File: src/amcd_pkg.sv
package amcd_pkg;

  // Widths
  localparam int unsigned AMCD_ADDR_W = 10;
  localparam int unsigned AMCD_DATA_W = 16;
  localparam int unsigned AMCD_DR_W = 32;
  localparam int unsigned AMCD_IR_MAX = 12;

  // Register offsets
  localparam logic [9:0] AMCD_ADDR_LOCK = 10'h000;
  localparam logic [9:0] AMCD_ADDR_STATUS = 10'h03f;
  localparam logic [9:0] AMCD_ADDR_CFG0 = 10'h040;
  localparam logic [9:0] AMCD_ADDR_CFG1 = 10'h041;
  localparam logic [9:0] AMCD_ADDR_CFG2 = 10'h042;

  // Reset values and lock key
  localparam logic [15:0] AMCD_CFG0_RST = 16'h0000;
  localparam logic [15:0] AMCD_CFG1_RST = 16'h0000;
  localparam logic [15:0] AMCD_CFG2_RST = 16'h0000;
  localparam logic [15:0] AMCD_LOCK_KEY = 16'h0001;

  // Field positions
  localparam int unsigned AMCD_CH_LSB = 0;
  localparam int unsigned AMCD_AVG_LSB = 12;
  localparam int unsigned AMCD_CAL_CONV_BIT = 4;
  localparam int unsigned AMCD_CAL_RSVD_BIT = 5;
  localparam int unsigned AMCD_CAL_SOFF_BIT = 6;
  localparam int unsigned AMCD_CAL_SGAIN_BIT = 7;
  localparam int unsigned AMCD_SEQ_LSB = 12;
  localparam int unsigned AMCD_CD_LSB = 8;
  localparam int unsigned AMCD_STAT_LOCK_BIT = 0;
  localparam int unsigned AMCD_STAT_MOD_BIT = 1;
  localparam int unsigned AMCD_STAT_BUSY_BIT = 2;

  // Monitor shift-register command word
  localparam int unsigned AMCD_DR_ADDR_LSB = 16;
  localparam int unsigned AMCD_DR_CMD_LSB = 26;
  localparam logic [3:0] AMCD_CMD_NOP = 4'h0;
  localparam logic [3:0] AMCD_CMD_READ = 4'h1;
  localparam logic [3:0] AMCD_CMD_WRITE = 4'h2;

  // Monitor access instruction codes
  localparam logic [11:0] AMCD_IR_MON6 = 12'h037;
  localparam logic [11:0] AMCD_IR_MON12 = 12'hff7;
  localparam logic [11:0] AMCD_IR_MASK6 = 12'h03f;
  localparam logic [11:0] AMCD_IR_MASK12 = 12'hfff;
  localparam logic [11:0] AMCD_IR_CAPTURE = 12'h001;

  // Converter clock division
  localparam logic [7:0] AMCD_DIV_MIN = 8'h02;

  // Tap transfer bound, port clock cycles
  localparam int unsigned AMCD_TAP_XFER_MAX_CYC = 18;

  typedef enum logic [1:0] {
    AMCD_ACC_FULL = 2'h0,
    AMCD_ACC_STATUS_ONLY = 2'h1,
    AMCD_ACC_DISABLED = 2'h3
  } amcd_access_t;

  typedef enum logic [2:0] {
    AMCD_CH_TEMP = 3'h0,
    AMCD_CH_SUPPLY = 3'h1,
    AMCD_CH_DEDICATED = 3'h2,
    AMCD_CH_REF = 3'h3,
    AMCD_CH_CALIB = 3'h4,
    AMCD_CH_INVALID = 3'h5,
    AMCD_CH_OTHER = 3'h6
  } amcd_chan_t;

  typedef enum logic [2:0] {
    AMCD_SEQ_DEFAULT = 3'h0,
    AMCD_SEQ_SINGLE_PASS = 3'h1,
    AMCD_SEQ_CONTINUOUS = 3'h2,
    AMCD_SEQ_SINGLE_CHAN = 3'h3,
    AMCD_SEQ_UNDEFINED = 3'h4
  } amcd_seq_t;

  typedef enum logic [3:0] {
    AMCD_TS_RESET = 4'h0,
    AMCD_TS_IDLE = 4'h1,
    AMCD_TS_SEL_DR = 4'h3,
    AMCD_TS_CAP_DR = 4'h2,
    AMCD_TS_SH_DR = 4'h6,
    AMCD_TS_EX1_DR = 4'h7,
    AMCD_TS_PAU_DR = 4'h5,
    AMCD_TS_EX2_DR = 4'h4,
    AMCD_TS_UPD_DR = 4'hc,
    AMCD_TS_SEL_IR = 4'hd,
    AMCD_TS_CAP_IR = 4'hf,
    AMCD_TS_SH_IR = 4'he,
    AMCD_TS_EX1_IR = 4'ha,
    AMCD_TS_PAU_IR = 4'hb,
    AMCD_TS_EX2_IR = 4'h9,
    AMCD_TS_UPD_IR = 4'h8
  } amcd_tap_st_t;

endpackage

File: src/amcd_clkdiv.sv
`timescale 1ns/10ps
module amcd_clkdiv (
  // Clock and reset
  input wire logic clk,
  input wire logic sys_rst,
  // Divider code
  input wire logic [7:0] div_code,
  // Divided clock
  output logic converter_clock
);
  import amcd_pkg::*;

  typedef struct packed {
    logic [7:0] cnt;
    logic clk_out;
  } amcd_div_st_t;

  amcd_div_st_t st_q;
  amcd_div_st_t st_d;
  logic [7:0] divisor;

  always_comb begin
    st_d = st_q;
    // Codes below the minimum all divide by two
    divisor = (div_code < AMCD_DIV_MIN) ? AMCD_DIV_MIN : div_code;
    if (st_q.cnt >= divisor - 8'h01) begin
      st_d.cnt = 8'h00;
    end else begin
      st_d.cnt = st_q.cnt + 8'h01;
    end
    st_d.clk_out = (st_d.cnt < (divisor >> 1));
  end

  always_ff @(posedge clk) begin
    if (sys_rst) begin
      st_q <= '0;
    end else begin
      st_q <= st_d;
    end
  end

  assign converter_clock = st_q.clk_out;

endmodule // amcd_clkdiv

File: src/amcd_monitor_ctrl.sv
`timescale 1ns/10ps
module amcd_monitor_ctrl #(
  parameter int unsigned IR_LEN = 6,
  parameter amcd_pkg::amcd_access_t ACCESS = amcd_pkg::AMCD_ACC_FULL
) (
  // Clock and reset
  input wire logic clk,
  input wire logic sys_rst,
  // Interconnect register port
  input wire logic [9:0] reg_addr,
  input wire logic [15:0] reg_wdata,
  input wire logic reg_wr,
  input wire logic reg_rd,
  output logic [15:0] reg_rdata,
  output logic reg_ready,
  // I2C side request port
  input wire logic i2c_req,
  input wire logic i2c_we,
  input wire logic [9:0] i2c_addr,
  input wire logic [15:0] i2c_wdata,
  output logic [15:0] i2c_rdata,
  output logic i2c_ack,
  // Boundary-scan pins
  input wire logic jtag_tck,
  input wire logic jtag_tms,
  input wire logic jtag_tdi,
  output logic jtag_tdo,
  output logic jtag_tdo_oe,
  // Handshake flags
  output logic tap_access_busy,
  output logic tap_write_flag,
  output logic tap_port_lockout,
  // Decoded configuration
  output amcd_pkg::amcd_chan_t chan_kind,
  output logic [5:0] chan_index,
  output logic calibrate_start,
  output logic [8:0] avg_samples,
  output amcd_pkg::amcd_seq_t seq_mode,
  output logic converter_offset_correct_en,
  output logic supply_offset_correct_en,
  output logic supply_offset_gain_correct_en,
  output logic converter_clock
);
  import amcd_pkg::*;

  typedef struct packed {
    logic [15:0] cfg0;
    logic [15:0] cfg1;
    logic [15:0] cfg2;
    logic lock;
    logic modified;
    logic tap_pend;
    logic [31:0] tap_cmd;
    logic [15:0] tap_result;
    logic bus_pend;
    logic bus_we;
    logic [9:0] bus_addr;
    logic [15:0] bus_wdata;
    logic [15:0] rdata;
    logic ready;
    logic [15:0] i2c_rdata;
    logic i2c_ack;
    logic [2:0] tck_sync;
    logic [1:0] tms_sync;
    logic [1:0] tdi_sync;
    amcd_chan_t chan;
    logic calib;
    logic [8:0] avg;
    amcd_seq_t seq;
  } amcd_state_t;

  amcd_state_t s_q;
  amcd_state_t s_d;
  logic tck_rise;
  logic tck_fall;
  logic upd_valid;
  logic [31:0] upd_word;
  logic [3:0] tap_op;
  logic [9:0] tap_addr;
  logic [15:0] tap_data;
  logic bus_go;
  logic bus_go_we;
  logic [9:0] bus_go_addr;
  logic [15:0] bus_go_wdata;
  logic tap_done;

  function automatic logic [15:0] amcd_read(amcd_state_t s, logic [9:0] a);
    case (a)
      AMCD_ADDR_LOCK: amcd_read = {15'h0000, s.lock};
      AMCD_ADDR_STATUS: amcd_read = {13'h0000, s.tap_pend, s.modified, s.lock};
      AMCD_ADDR_CFG0: amcd_read = s.cfg0;
      AMCD_ADDR_CFG1: amcd_read = s.cfg1;
      AMCD_ADDR_CFG2: amcd_read = s.cfg2;
      default: amcd_read = 16'h0000;
    endcase
  endfunction

  function automatic amcd_state_t amcd_write(amcd_state_t s, logic [9:0] a, logic [15:0] v);
    amcd_state_t t;
    t = s;
    case (a)
      AMCD_ADDR_LOCK: t.lock = (v == AMCD_LOCK_KEY);
      AMCD_ADDR_CFG0: begin
        t.cfg0 = v;
        t.calib = (v[AMCD_CH_LSB +: 6] == 6'h08);
      end
      AMCD_ADDR_CFG1: t.cfg1 = v;
      AMCD_ADDR_CFG2: t.cfg2 = v;
      default: ;
    endcase
    amcd_write = t;
  endfunction

  function automatic amcd_chan_t amcd_chan_decode(logic [5:0] c);
    case (c)
      6'h00: amcd_chan_decode = AMCD_CH_TEMP;
      6'h01, 6'h02, 6'h06: amcd_chan_decode = AMCD_CH_SUPPLY;
      6'h03: amcd_chan_decode = AMCD_CH_DEDICATED;
      6'h04, 6'h05: amcd_chan_decode = AMCD_CH_REF;
      6'h08: amcd_chan_decode = AMCD_CH_CALIB;
      6'h07, 6'h09, 6'h0a, 6'h0b, 6'h0c: amcd_chan_decode = AMCD_CH_INVALID;
      default: amcd_chan_decode = AMCD_CH_OTHER;
    endcase
  endfunction

  function automatic amcd_seq_t amcd_seq_decode(logic [3:0] m);
    case (m)
      4'h0, 4'hc, 4'hd, 4'he, 4'hf: amcd_seq_decode = AMCD_SEQ_DEFAULT;
      4'h1: amcd_seq_decode = AMCD_SEQ_SINGLE_PASS;
      4'h2: amcd_seq_decode = AMCD_SEQ_CONTINUOUS;
      4'h3: amcd_seq_decode = AMCD_SEQ_SINGLE_CHAN;
      default: amcd_seq_decode = AMCD_SEQ_UNDEFINED;
    endcase
  endfunction

  function automatic logic [8:0] amcd_avg_decode(logic [1:0] g);
    case (g)
      2'h1: amcd_avg_decode = 9'h010;
      2'h2: amcd_avg_decode = 9'h040;
      2'h3: amcd_avg_decode = 9'h100;
      default: amcd_avg_decode = 9'h000;
    endcase
  endfunction

  // Edge detection reads only the second and third sampling stages
  assign tck_rise = s_q.tck_sync[1] && !s_q.tck_sync[2];
  assign tck_fall = !s_q.tck_sync[1] && s_q.tck_sync[2];

  // Fixed boundary-scan hookup; no user-side wiring is involved
  amcd_tap #(
    .IR_LEN(IR_LEN),
    .ACCESS(ACCESS)
  ) u_tap (
    .clk(clk),
    .sys_rst(sys_rst),
    .tck_rise(tck_rise),
    .tck_fall(tck_fall),
    .tms(s_q.tms_sync[1]),
    .tdi(s_q.tdi_sync[1]),
    .tdo(jtag_tdo),
    .tdo_oe(jtag_tdo_oe),
    .capture_word({16'h0000, s_q.tap_result}),
    .upd_valid(upd_valid),
    .upd_word(upd_word)
  );

  amcd_clkdiv u_clkdiv (
    .clk(clk),
    .sys_rst(sys_rst),
    .div_code(s_q.cfg2[AMCD_CD_LSB +: 8]),
    .converter_clock(converter_clock)
  );

  assign tap_op = s_q.tap_cmd[AMCD_DR_CMD_LSB +: 4];
  assign tap_addr = s_q.tap_cmd[AMCD_DR_ADDR_LSB +: 10];
  assign tap_data = s_q.tap_cmd[15:0];

  always_comb begin
    s_d = s_q;
    s_d.ready = 1'b0;
    s_d.i2c_ack = 1'b0;
    s_d.calib = 1'b0;
    s_d.tck_sync = {s_q.tck_sync[1:0], jtag_tck};
    s_d.tms_sync = {s_q.tms_sync[0], jtag_tms};
    s_d.tdi_sync = {s_q.tdi_sync[0], jtag_tdi};
    bus_go = 1'b0;
    bus_go_we = 1'b0;
    bus_go_addr = '0;
    bus_go_wdata = '0;
    tap_done = 1'b0;
    // A fresh strobe is served at once unless the port is locked (then it is dropped) or a TAP transaction is waiting
    if ((reg_wr || reg_rd) && !s_q.lock) begin
      if (s_q.tap_pend) begin
        s_d.bus_pend = 1'b1;
        s_d.bus_we = reg_wr;
        s_d.bus_addr = reg_addr;
        s_d.bus_wdata = reg_wdata;
      end else begin
        bus_go = 1'b1;
        bus_go_we = reg_wr;
        bus_go_addr = reg_addr;
        bus_go_wdata = reg_wdata;
      end
    end else if (s_q.bus_pend && !s_q.tap_pend) begin
      bus_go = 1'b1;
      bus_go_we = s_q.bus_we;
      bus_go_addr = s_q.bus_addr;
      bus_go_wdata = s_q.bus_wdata;
      s_d.bus_pend = 1'b0;
    end
    if (bus_go) begin
      s_d.ready = 1'b1;
      s_d.modified = 1'b0;
      if (bus_go_we) begin
        s_d = amcd_write(s_d, bus_go_addr, bus_go_wdata);
      end else begin
        s_d.rdata = amcd_read(s_q, bus_go_addr);
      end
    end else if (s_q.tap_pend) begin
      // Served in the first cycle it is pending, since interconnect accesses wait behind it, well inside the bound
      tap_done = 1'b1;
      if (tap_op == AMCD_CMD_READ && (ACCESS == AMCD_ACC_FULL || tap_addr < AMCD_ADDR_CFG0)) begin
        s_d.tap_result = amcd_read(s_q, tap_addr);
      end else if (tap_op == AMCD_CMD_WRITE && ACCESS == AMCD_ACC_FULL) begin
        s_d = amcd_write(s_d, tap_addr, tap_data);
        s_d.tap_result = tap_data;
        s_d.modified = 1'b1;
      end
    end else if (i2c_req && !s_q.i2c_ack) begin
      s_d.i2c_ack = 1'b1;
      if (i2c_we) begin
        s_d = amcd_write(s_d, i2c_addr, i2c_wdata);
      end else begin
        s_d.i2c_rdata = amcd_read(s_q, i2c_addr);
      end
    end
    if (tap_done) begin
      s_d.tap_pend = 1'b0;
    end
    // A new update arriving with one outstanding is dropped
    if (upd_valid && !s_q.tap_pend) begin
      s_d.tap_pend = 1'b1;
      s_d.tap_cmd = upd_word;
    end
    s_d.chan = amcd_chan_decode(s_d.cfg0[AMCD_CH_LSB +: 6]);
    s_d.avg = amcd_avg_decode(s_d.cfg0[AMCD_AVG_LSB +: 2]);
    s_d.seq = amcd_seq_decode(s_d.cfg1[AMCD_SEQ_LSB +: 4]);
  end

  always_ff @(posedge clk) begin
    if (sys_rst) begin
      s_q <= '{cfg0: AMCD_CFG0_RST, cfg1: AMCD_CFG1_RST, cfg2: AMCD_CFG2_RST,
               chan: AMCD_CH_TEMP, seq: AMCD_SEQ_DEFAULT, default: '0};
    end else begin
      s_q <= s_d;
    end
  end

  assign reg_rdata = s_q.rdata;
  assign reg_ready = s_q.ready;
  assign i2c_rdata = s_q.i2c_rdata;
  assign i2c_ack = s_q.i2c_ack;
  assign tap_access_busy = s_q.tap_pend;
  assign tap_write_flag = s_q.modified;
  assign tap_port_lockout = s_q.lock;
  assign chan_kind = s_q.chan;
  assign chan_index = s_q.cfg0[AMCD_CH_LSB +: 6];
  assign calibrate_start = s_q.calib;
  assign avg_samples = s_q.avg;
  assign seq_mode = s_q.seq;
  assign converter_offset_correct_en = s_q.cfg1[AMCD_CAL_CONV_BIT];
  assign supply_offset_correct_en = s_q.cfg1[AMCD_CAL_SOFF_BIT];
  assign supply_offset_gain_correct_en = s_q.cfg1[AMCD_CAL_SGAIN_BIT];

endmodule // amcd_monitor_ctrl

File: src/amcd_tap.sv
`timescale 1ns/10ps
module amcd_tap #(
  parameter int unsigned IR_LEN = 6,
  parameter amcd_pkg::amcd_access_t ACCESS = amcd_pkg::AMCD_ACC_FULL
) (
  // Clock and reset
  input wire logic clk,
  input wire logic sys_rst,
  // Synchronised link events
  input wire logic tck_rise,
  input wire logic tck_fall,
  input wire logic tms,
  input wire logic tdi,
  // Serial out
  output logic tdo,
  output logic tdo_oe,
  // Arbiter side
  input wire logic [31:0] capture_word,
  output logic upd_valid,
  output logic [31:0] upd_word
);
  import amcd_pkg::*;

  typedef struct packed {
    amcd_tap_st_t st;
    logic [11:0] ir;
    logic [11:0] ir_sh;
    logic [31:0] dr;
    logic byp;
    logic tdo;
    logic tdo_oe;
    logic upd;
  } amcd_tap_reg_t;

  amcd_tap_reg_t r_q;
  amcd_tap_reg_t r_d;
  logic mon_sel;

  always_comb begin
    r_d = r_q;
    r_d.upd = 1'b0;
    // Instruction decode; disabled access never selects the monitor register
    if (IR_LEN == 12) begin
      mon_sel = ((r_q.ir & AMCD_IR_MASK12) == AMCD_IR_MON12);
    end else begin
      mon_sel = ((r_q.ir & AMCD_IR_MASK6) == AMCD_IR_MON6);
    end
    mon_sel = mon_sel && (ACCESS != AMCD_ACC_DISABLED);
    if (tck_rise) begin
      case (r_q.st)
        AMCD_TS_CAP_DR: begin
          if (mon_sel) begin
            r_d.dr = capture_word;
          end
          r_d.byp = 1'b0;
        end
        AMCD_TS_SH_DR: begin
          r_d.dr = {tdi, r_q.dr[31:1]};
          r_d.byp = tdi;
        end
        AMCD_TS_CAP_IR: r_d.ir_sh = AMCD_IR_CAPTURE;
        AMCD_TS_SH_IR: begin
          r_d.ir_sh = r_q.ir_sh >> 1;
          r_d.ir_sh[IR_LEN-1] = tdi;
        end
        default: ;
      endcase
      case (r_q.st)
        AMCD_TS_RESET: r_d.st = tms ? AMCD_TS_RESET : AMCD_TS_IDLE;
        AMCD_TS_IDLE: r_d.st = tms ? AMCD_TS_SEL_DR : AMCD_TS_IDLE;
        AMCD_TS_SEL_DR: r_d.st = tms ? AMCD_TS_SEL_IR : AMCD_TS_CAP_DR;
        AMCD_TS_CAP_DR: r_d.st = tms ? AMCD_TS_EX1_DR : AMCD_TS_SH_DR;
        AMCD_TS_SH_DR: r_d.st = tms ? AMCD_TS_EX1_DR : AMCD_TS_SH_DR;
        AMCD_TS_EX1_DR: r_d.st = tms ? AMCD_TS_UPD_DR : AMCD_TS_PAU_DR;
        AMCD_TS_PAU_DR: r_d.st = tms ? AMCD_TS_EX2_DR : AMCD_TS_PAU_DR;
        AMCD_TS_EX2_DR: r_d.st = tms ? AMCD_TS_UPD_DR : AMCD_TS_SH_DR;
        AMCD_TS_UPD_DR: r_d.st = tms ? AMCD_TS_SEL_DR : AMCD_TS_IDLE;
        AMCD_TS_SEL_IR: r_d.st = tms ? AMCD_TS_RESET : AMCD_TS_CAP_IR;
        AMCD_TS_CAP_IR: r_d.st = tms ? AMCD_TS_EX1_IR : AMCD_TS_SH_IR;
        AMCD_TS_SH_IR: r_d.st = tms ? AMCD_TS_EX1_IR : AMCD_TS_SH_IR;
        AMCD_TS_EX1_IR: r_d.st = tms ? AMCD_TS_UPD_IR : AMCD_TS_PAU_IR;
        AMCD_TS_PAU_IR: r_d.st = tms ? AMCD_TS_EX2_IR : AMCD_TS_PAU_IR;
        AMCD_TS_EX2_IR: r_d.st = tms ? AMCD_TS_UPD_IR : AMCD_TS_SH_IR;
        AMCD_TS_UPD_IR: r_d.st = tms ? AMCD_TS_SEL_DR : AMCD_TS_IDLE;
        default: r_d.st = AMCD_TS_RESET;
      endcase
    end
    if (tck_fall) begin
      r_d.tdo_oe = (r_q.st == AMCD_TS_SH_DR) || (r_q.st == AMCD_TS_SH_IR);
      if (r_q.st == AMCD_TS_SH_IR) begin
        r_d.tdo = r_q.ir_sh[0];
      end else if (mon_sel) begin
        r_d.tdo = r_q.dr[0];
      end else begin
        r_d.tdo = r_q.byp;
      end
      if (r_q.st == AMCD_TS_UPD_IR) begin
        r_d.ir = r_q.ir_sh;
      end
      if (r_q.st == AMCD_TS_UPD_DR && mon_sel) begin
        r_d.upd = 1'b1;
      end
      if (r_q.st == AMCD_TS_RESET) begin
        r_d.ir = '1;
      end
    end
  end

  always_ff @(posedge clk) begin
    if (sys_rst) begin
      r_q <= '{st: AMCD_TS_RESET, ir: '1, default: '0};
    end else begin
      r_q <= r_d;
    end
  end

  assign tdo = r_q.tdo;
  assign tdo_oe = r_q.tdo_oe;
  assign upd_valid = r_q.upd;
  assign upd_word = r_q.dr;

endmodule // amcd_tap
File: config.mk
export PLATFORM = sky130hd
export DESIGN_NAME = amcd_monitor_ctrl
export DESIGN_NICKNAME = d
export VERILOG_FILES = /design/src/amcd_pkg.sv /design/src/amcd_clkdiv.sv /design/src/amcd_monitor_ctrl.sv /design/src/amcd_tap.sv
export SDC_FILE = /design/constraint.sdc
export NUM_CORES = 1
export LEC_CHECK = 0
export ABC_AREA = 1
export BUFFER_PORTS_ARGS = -buffer_cell sky130_fd_sc_hd__buf_2
export CAP_MARGIN = 40
export CORE_MARGIN = 3
export CORE_UTILIZATION = 35
export CTS_CLUSTER_DIAMETER = 120
export DETAILED_ROUTE_END_ITERATION = 6
export GPL_ROUTABILITY_DRIVEN = 0
export PLACE_DENSITY_LB_ADDON = 0.1
export SETUP_SLACK_MARGIN = 0.05
export SLEW_MARGIN = 15
export SYNTH_ARGS = -nofsm -noshare
export SYNTH_HDL_FRONTEND = slang
export SYNTH_HIERARCHICAL = 1
export SYNTH_SLANG_ARGS = --single-unit
File: constraint.sdc
create_clock -name clk -period 4.6 [get_ports clk]
set_clock_uncertainty 0.05 [all_clocks]
set_input_delay 0.69 -clock clk [delete_from_list [all_inputs] [get_ports clk]]
set_output_delay 0.69 -clock clk [all_outputs]
set_load 0.03 [all_outputs]
==> impl_metrics.py, run 1 <==
metrics = {
    "outcome": {
        "status": "finished, final reports clean",
    },
    "setup_path": {
        "arrival_ps": 4160,
        "cp_max_fo": 12,
        "critPathKind": "reg2reg",
        "startpoint_type": "register",
        "critical_path_required_ps": 5040,
        "cpMostUsedCell": "nand2_1",
        "path_cells": "inv_1 > nand2_1 > nor2_1 > nand4_1 > nand2_1 > inv_1 > ha_1 > nand2_1 > nor3_1 > xor2_1 > inv_1 > ha_1 > nand2_1 > nor2_1 > nand2_1 > and2_1 > inv_1 > nor3_1 > ha_1 > a21oi_1 > nand2_1 > a21oi_1",
        "cp_slowest_cell": "dfxtp_1",
        "endpoint_kind": "register",
        "critPathMaxStageDelay_ps": 530,
    },
    "sta": {
        "finalHoldViolations": 0,
        "relSlewSlack_pct": 52.3,
        "worst_pin_slew_ps": 708,
        "fmax_ghz": 0.269,
        "fin_crit_ps": 3720,
        "finalSetupViolCount": 0,
        "drv_slew": 0,
        "rsz0062_at_grt": "false",
        "fin_crit_sh_pct": 80.9,
        "tns_ps": 0,
    },
    "routing": {
        "drt-pass1-iter-count": 6,
        "ant_nets": 0,
        "wl_per_cell_um": 18.4,
        "routed-via-count": 13500,
        "drtIter0Drc": 1356,
        "drc": 0,
        "vias_per_cell": 5.16,
        "totalWireLength_um": 48100,
    },
    "finish": {
        "n_fill_cell": 4209,
        "antenna_cells": 0,
        "final_util_pct": 39.1,
        "drive_gt1_share_pct": 13.3,
        "area_growth_pct": 9.88,
        "fin_area_sq_um": 15200,
        "nets": 2154,
    },
    "global_route": {
        "grt_pass1_vias": 12800,
        "grt_antenna_before_repair": 0,
        "grt_max_degree": 66,
        "grt_use_total_pct": 22.4,
        "overflow": 0,
        "grt_first_pass_wirelength_um": 74100,
    },
    "power_and_ir_drop": {
        "ir_drop_mv": 0.269,
        "power.density_nw_per_um2": 331,
        "p_leak_uw": 0.00634,
        "power.total_uw": 5030,
    },
    "clock_tree": {
        "cts_tree": "done",
        "h-tree-depth": 1,
        "postCtsSetupRepairBufs": 0,
        "clock_latency_ps": 570,
        "clock_sinks": 237,
        "cts_resized": 0,
        "hold_buffers": 0,
        "cts.clk_slew.worst_paths_ps": 70,
        "clk_path_buf_depth": 3,
        "numCtsBuffers": 29,
        "clockRootBuffer": "clkbuf_16",
    },
    "synthesis": {
        "yosysWarnings": 6,
        "netlist_area_sq_um": 13800,
        "avgSynthCellArea_sq_um": 6.72,
        "postSynthCellCount": 2056,
    },
    "floorplan": {
        "ios": 126,
        "die_w_um": 205,
        "core_sq_um": 38800,
        "start_util_pct": 35.6,
        "core.rowCount": 72,
        "die_area_sq_um": 41900,
        "die_h_um": 205,
    },
    "placed_design": {
        "dp_hpwl_um": 35300,
        "placed_area_sq_um": 14200,
        "port-buffer-count": 119,
    },
    "job": {
        "maxCapViolCount": 0,
    },
    "worst_hold_path": {
        "hold_class": "in2reg",
    },
}
-- registers in the layout, summed over array words and instances (netlist names), 3 cells and up --
signal,cells
seq_mode,3
avg_samples,3
s_q,120
u_tap/r_q,17
chan_index,6
u_clkdiv/st_q,8
chan_kind,3
i2c_rdata,16
u_tap/upd_word,32
reg_rdata,16
-- worst max-delay path, delay by kind of cell (launching register included) --
| kind | cells | cell delay, ps |
|---|---|---|
| buffers and inverters | 4 | 560 |
| and+or+nand+nor | 12 | 1280 |
| xor gates and xnor gates | 1 | 160 |
| adders and majority gates | 3 | 770 |
| DFF | 1 | 530 |
| AOI/OAI and AO/OA | 2 | 290 |
-- report_power, final --
group / switching, uW / leakage (uW) / internal, uW
sequential: 28.2 / 0.00192 / 2090
combinational: 403 / 0.00394 / 168
clock: 921 / 0.000489 / 1420
-- layer usage --
metal	vias up	part of all wire [%]	GRT usage, %
met5	-	0	0
met4	0	4.0	7.96
met3	109	6.4	3.61
met2	451	44	35.8
met1	6170	46	30.5
li1	6750	-	-
-- layout by cell type (no fill, tap or decap), drive strengths merged, types with 7 or more instances in the layout --
cell / count
o22ai: 63
nand4: 22
nand3: 85
inv: 255
a22oi: 8
nor2: 226
o21a: 8
ha: 18
or2: 7
conb: 22
clkbuf: 42
a31oi: 9
o211ai: 7
buf: 141
nor3: 33
a21oi: 183
clkinv: 8
dfxtp: 237
o221ai: 9
o21ai: 275
nand2: 400
nor4: 9
-- per-stage QoR --
step                setup slack (ps)  hold WS (ps)  instances
floorplan                       1580           338       2077
global placement                 930           341       2559
detailed placement               876           349       2562
CTS                              922           257       2613
global route                     440           289       2613
finish                           878           284       2613
-- cell type report --
class                           count  area [sq um]  area share (%)
Clock buffer                       42           875            5.76
Multi-Input combinational cell   1410          7070            46.6
Tap cell                          518           648            4.27
Sequential cell                   237          4740            31.3
Clock inverter                      9          98.8           0.651
Timing Repair Buffer              141           776            5.11
Inverter                          256           965            6.36
-- worst paths after layout --
kind	from	to	slack, ps	depth (start not counted)
worst min register to register	s_q[18]	s_q[19]	360	2
worst max register to register	s_q[149]	u_clkdiv/converter_clock	880	22
worst min-delay path	jtag_tdi	s_q[16]	280	3
worst max-delay path	s_q[149]	u_clkdiv/converter_clock	880	22
Note: power is estimated with default switching activity, not from simulation.
==> inputs of run 2 (changes only) <==
==> constraint.sdc (replaced) <==
create_clock -name clk -period 3.03 [get_ports clk]
set_clock_uncertainty 0.05 [all_clocks]
set_input_delay 0.4545 -clock clk [delete_from_list [all_inputs] [get_ports clk]]
set_output_delay 0.4545 -clock clk [all_outputs]
set_load 0.03 [all_outputs]
==> run 2 against run 1 <==
Against the previous run: the flow now finishes with violations (setup timing); fmax grew 22%; global-route usage grew 0.053 points; hold slack lost 240 ps; clock-buffer cell count grew 2; wire length is essentially flat; flip-flop and latch count is the same; total power grew 56%; largest power group unchanged; worst setup slack lost 890 ps; die area is the same; largest cell class unchanged; critical path depth grew 4; first-iteration DRC count shrank 25%; cell area grew 4.0%.
==> impl_metrics.py, run 2 (same netlist as run 1, synthesis figures left out) <==
metrics = {
    "setup_path": {
        "regToRegEndpoint": "u_clkdiv/converter_clock",
        "cp_max_fo": 8,
        "critical_path_required_ps": 3480,
        "arrival_ps": 3490,
        "reg2reg_from": "s_q[149]",
        "critPathKind": "reg2reg",
        "r2r_cells": 26,
        "startpoint_type": "register",
        "reg2reg_slack_ps": -10,
        "endpoint_kind": "register",
    },
    "routing": {
        "ant_nets": 0,
        "totalWireLength_um": 48100,
        "wl_per_cell_um": 18.0,
        "drc": 0,
        "drtIter0Drc": 1019,
        "drt-pass1-iter-count": 5,
        "routed-via-count": 13700,
        "vias_per_cell": 5.12,
    },
    "global_route": {
        "grt_max_degree": 70,
        "grt_use_total_pct": 22.4,
        "overflow": 0,
        "grt_antenna_before_repair": 0,
        "grt_pass1_vias": 13000,
        "grt_first_pass_wirelength_um": 74500,
    },
    "finish": {
        "largest_reg_flops": 120,
        "layout_common_cells": "nand2_1 (376), dfxtp_1 (234), inv_1 (232), nor2_1 (198), a21oi_1 (182)",
        "fin_area_sq_um": 15800,
        "regMostFlops": "s_q",
        "final_common_cell": "nand2_1",
        "area_growth_pct": 14.3,
        "nets": 2212,
        "antenna_cells": 0,
        "drive_gt1_share_pct": 16.6,
    },
    "sta": {
        "fmax_ghz": 0.329,
        "hold_ws_ps": 46.4,
        "relSlewSlack_pct": 52.8,
        "fin_crit_ps": 3040,
        "fin_ws_ps": -9.79,
        "finalHoldViolations": 0,
        "rsz0062_at_grt": "true",
        "drv_slew": 0,
        "fin_crit_sh_pct": 100,
        "worst_pin_slew_ps": 708,
        "finalSetupViolCount": 1,
    },
    "floorplan": {
        "die_area_sq_um": 41900,
        "ios": 126,
        "core_sq_um": 38800,
        "start_util_pct": 35.6,
        "die_w_um": 205,
        "core.rowCount": 72,
        "die_h_um": 205,
    },
    "worst_hold_path": {
        "hold_class": "in2reg",
        "min_to": "s_q[20]",
        "hp-start": "jtag_tck",
        "min_path_cells": 3,
    },
    "outcome": {
        "violations": "setup timing",
        "status": "finished with violations",
    },
    "placed_design": {
        "dp_hpwl_um": 36000,
        "port-buffer-count": 119,
        "placed_area_sq_um": 14600,
    },
    "clock_tree": {
        "hold_buffers": 0,
        "cts.clk_slew.worst_paths_ps": 60,
        "clk_path_buf_depth": 3,
        "clockRootBuffer": "clkbuf_16",
        "clock_latency_ps": 570,
        "clock_sinks": 237,
        "numCtsBuffers": 30,
        "h-tree-depth": 1,
        "cts_tree": "done",
    },
    "job": {
        "maxCapViolCount": 0,
    },
    "power_and_ir_drop": {
        "ir_drop_mv": 0.384,
        "power.density_nw_per_um2": 498,
        "p_leak_uw": 0.00665,
    },
}
[run 2: changes by cell type in the layout (fill, tap and decap cells not counted), sizes merged]
| cell | before | now |
|---|---|---|
| buf | 141 | 198 |
| clkinv | 8 | 9 |
| clkbuf | 42 | 44 |
[run 2: final cells by class]
type | instances | area, sq um
clock buffer | 44 | 913
sequential | 237 | 4750
inverter | 256 | 972
tap | 518 | 648
fill | 4205 | 23000
timing repair buffer | 198 | 1230
clock inverter | 10 | 118
multi-input combinational | 1410 | 7160
[run 2: metal layers]
metal | vias up | wire [um] | track usage, %
met5 | - | 0 | 0
met4 | 0 | 2100 | 8.65
met3 | 113 | 2770 | 3.11
met2 | 434 | 21000 | 35.7
met1 | 6275 | 22200 | 30.8
li1 | 6870 | - | -
[run 2: report_power, final]
group	switching (uW)	total, uW	internal [uW]
Combinational	646	971	325
Sequential	43.9	3220	3170
Clock	1420	3670	2250
Total	2110	7860	5750
[run 2: worst max path at each step]
stage,depth (start not counted),startpoint,endpoint
final,26,s_q[149],u_clkdiv/converter_clock
after global routing,25,s_q[150],u_clkdiv/converter_clock
after CTS,23,s_q[149],u_clkdiv/converter_clock
after detailed placement,21,s_q[149],u_clkdiv/converter_clock
after global placement,21,s_q[149],u_clkdiv/converter_clock
after floorplan,23,s_q[149],u_clkdiv/converter_clock
[run 2: critical path, stage by stage, from the launching register on]
cell	delay (ps)
dfxtp_2	330
inv_2	40
nand2_2	50
nor2_1	40
nand4_1	120
nand2_2	100
buf_4	140
buf_4	120
buf_4	120
buf_4	120
buf_4	120
buf_4	120
ha_1	270
nand2_1	60
nor2_1	40
nor2_1	80
nand2_1	60
nand2_1	70
and2_4	180
inv_8	50
nor3_4	140
ha_4	230
nand2_1	60
inv_1	40
nand2_1	50
nand2_1	50
a21oi_1	130
[run 2: what timing repair did]
item                                    in CTS  in global routing
gates resized for setup                     18                  8
cloned                                       0                  0
endpoints found under the setup margin       1                  3
buffers inserted                            12                  0
pin swaps                                   17                  7
[run 2: stage by stage]
step | util (%) | worst slack (ps) | setup TNS (ps) | total power, uW | std cells
2_1_floorplan | - | 81.9 | 0 | 3890 | 2077
3_3_place_gp | 37.5 | 26.9 | 0 | 4180 | 2607
3_5_place_dp | 37.5 | -118 | -118 | 4190 | 2607
4_1_cts | 40.6 | -8.87 | -8.87 | 7940 | 2673
5_1_grt | 40.7 | -252 | -252 | 8200 | 2673
6_report | 40.7 | -9.79 | -9.79 | 7860 | 2673
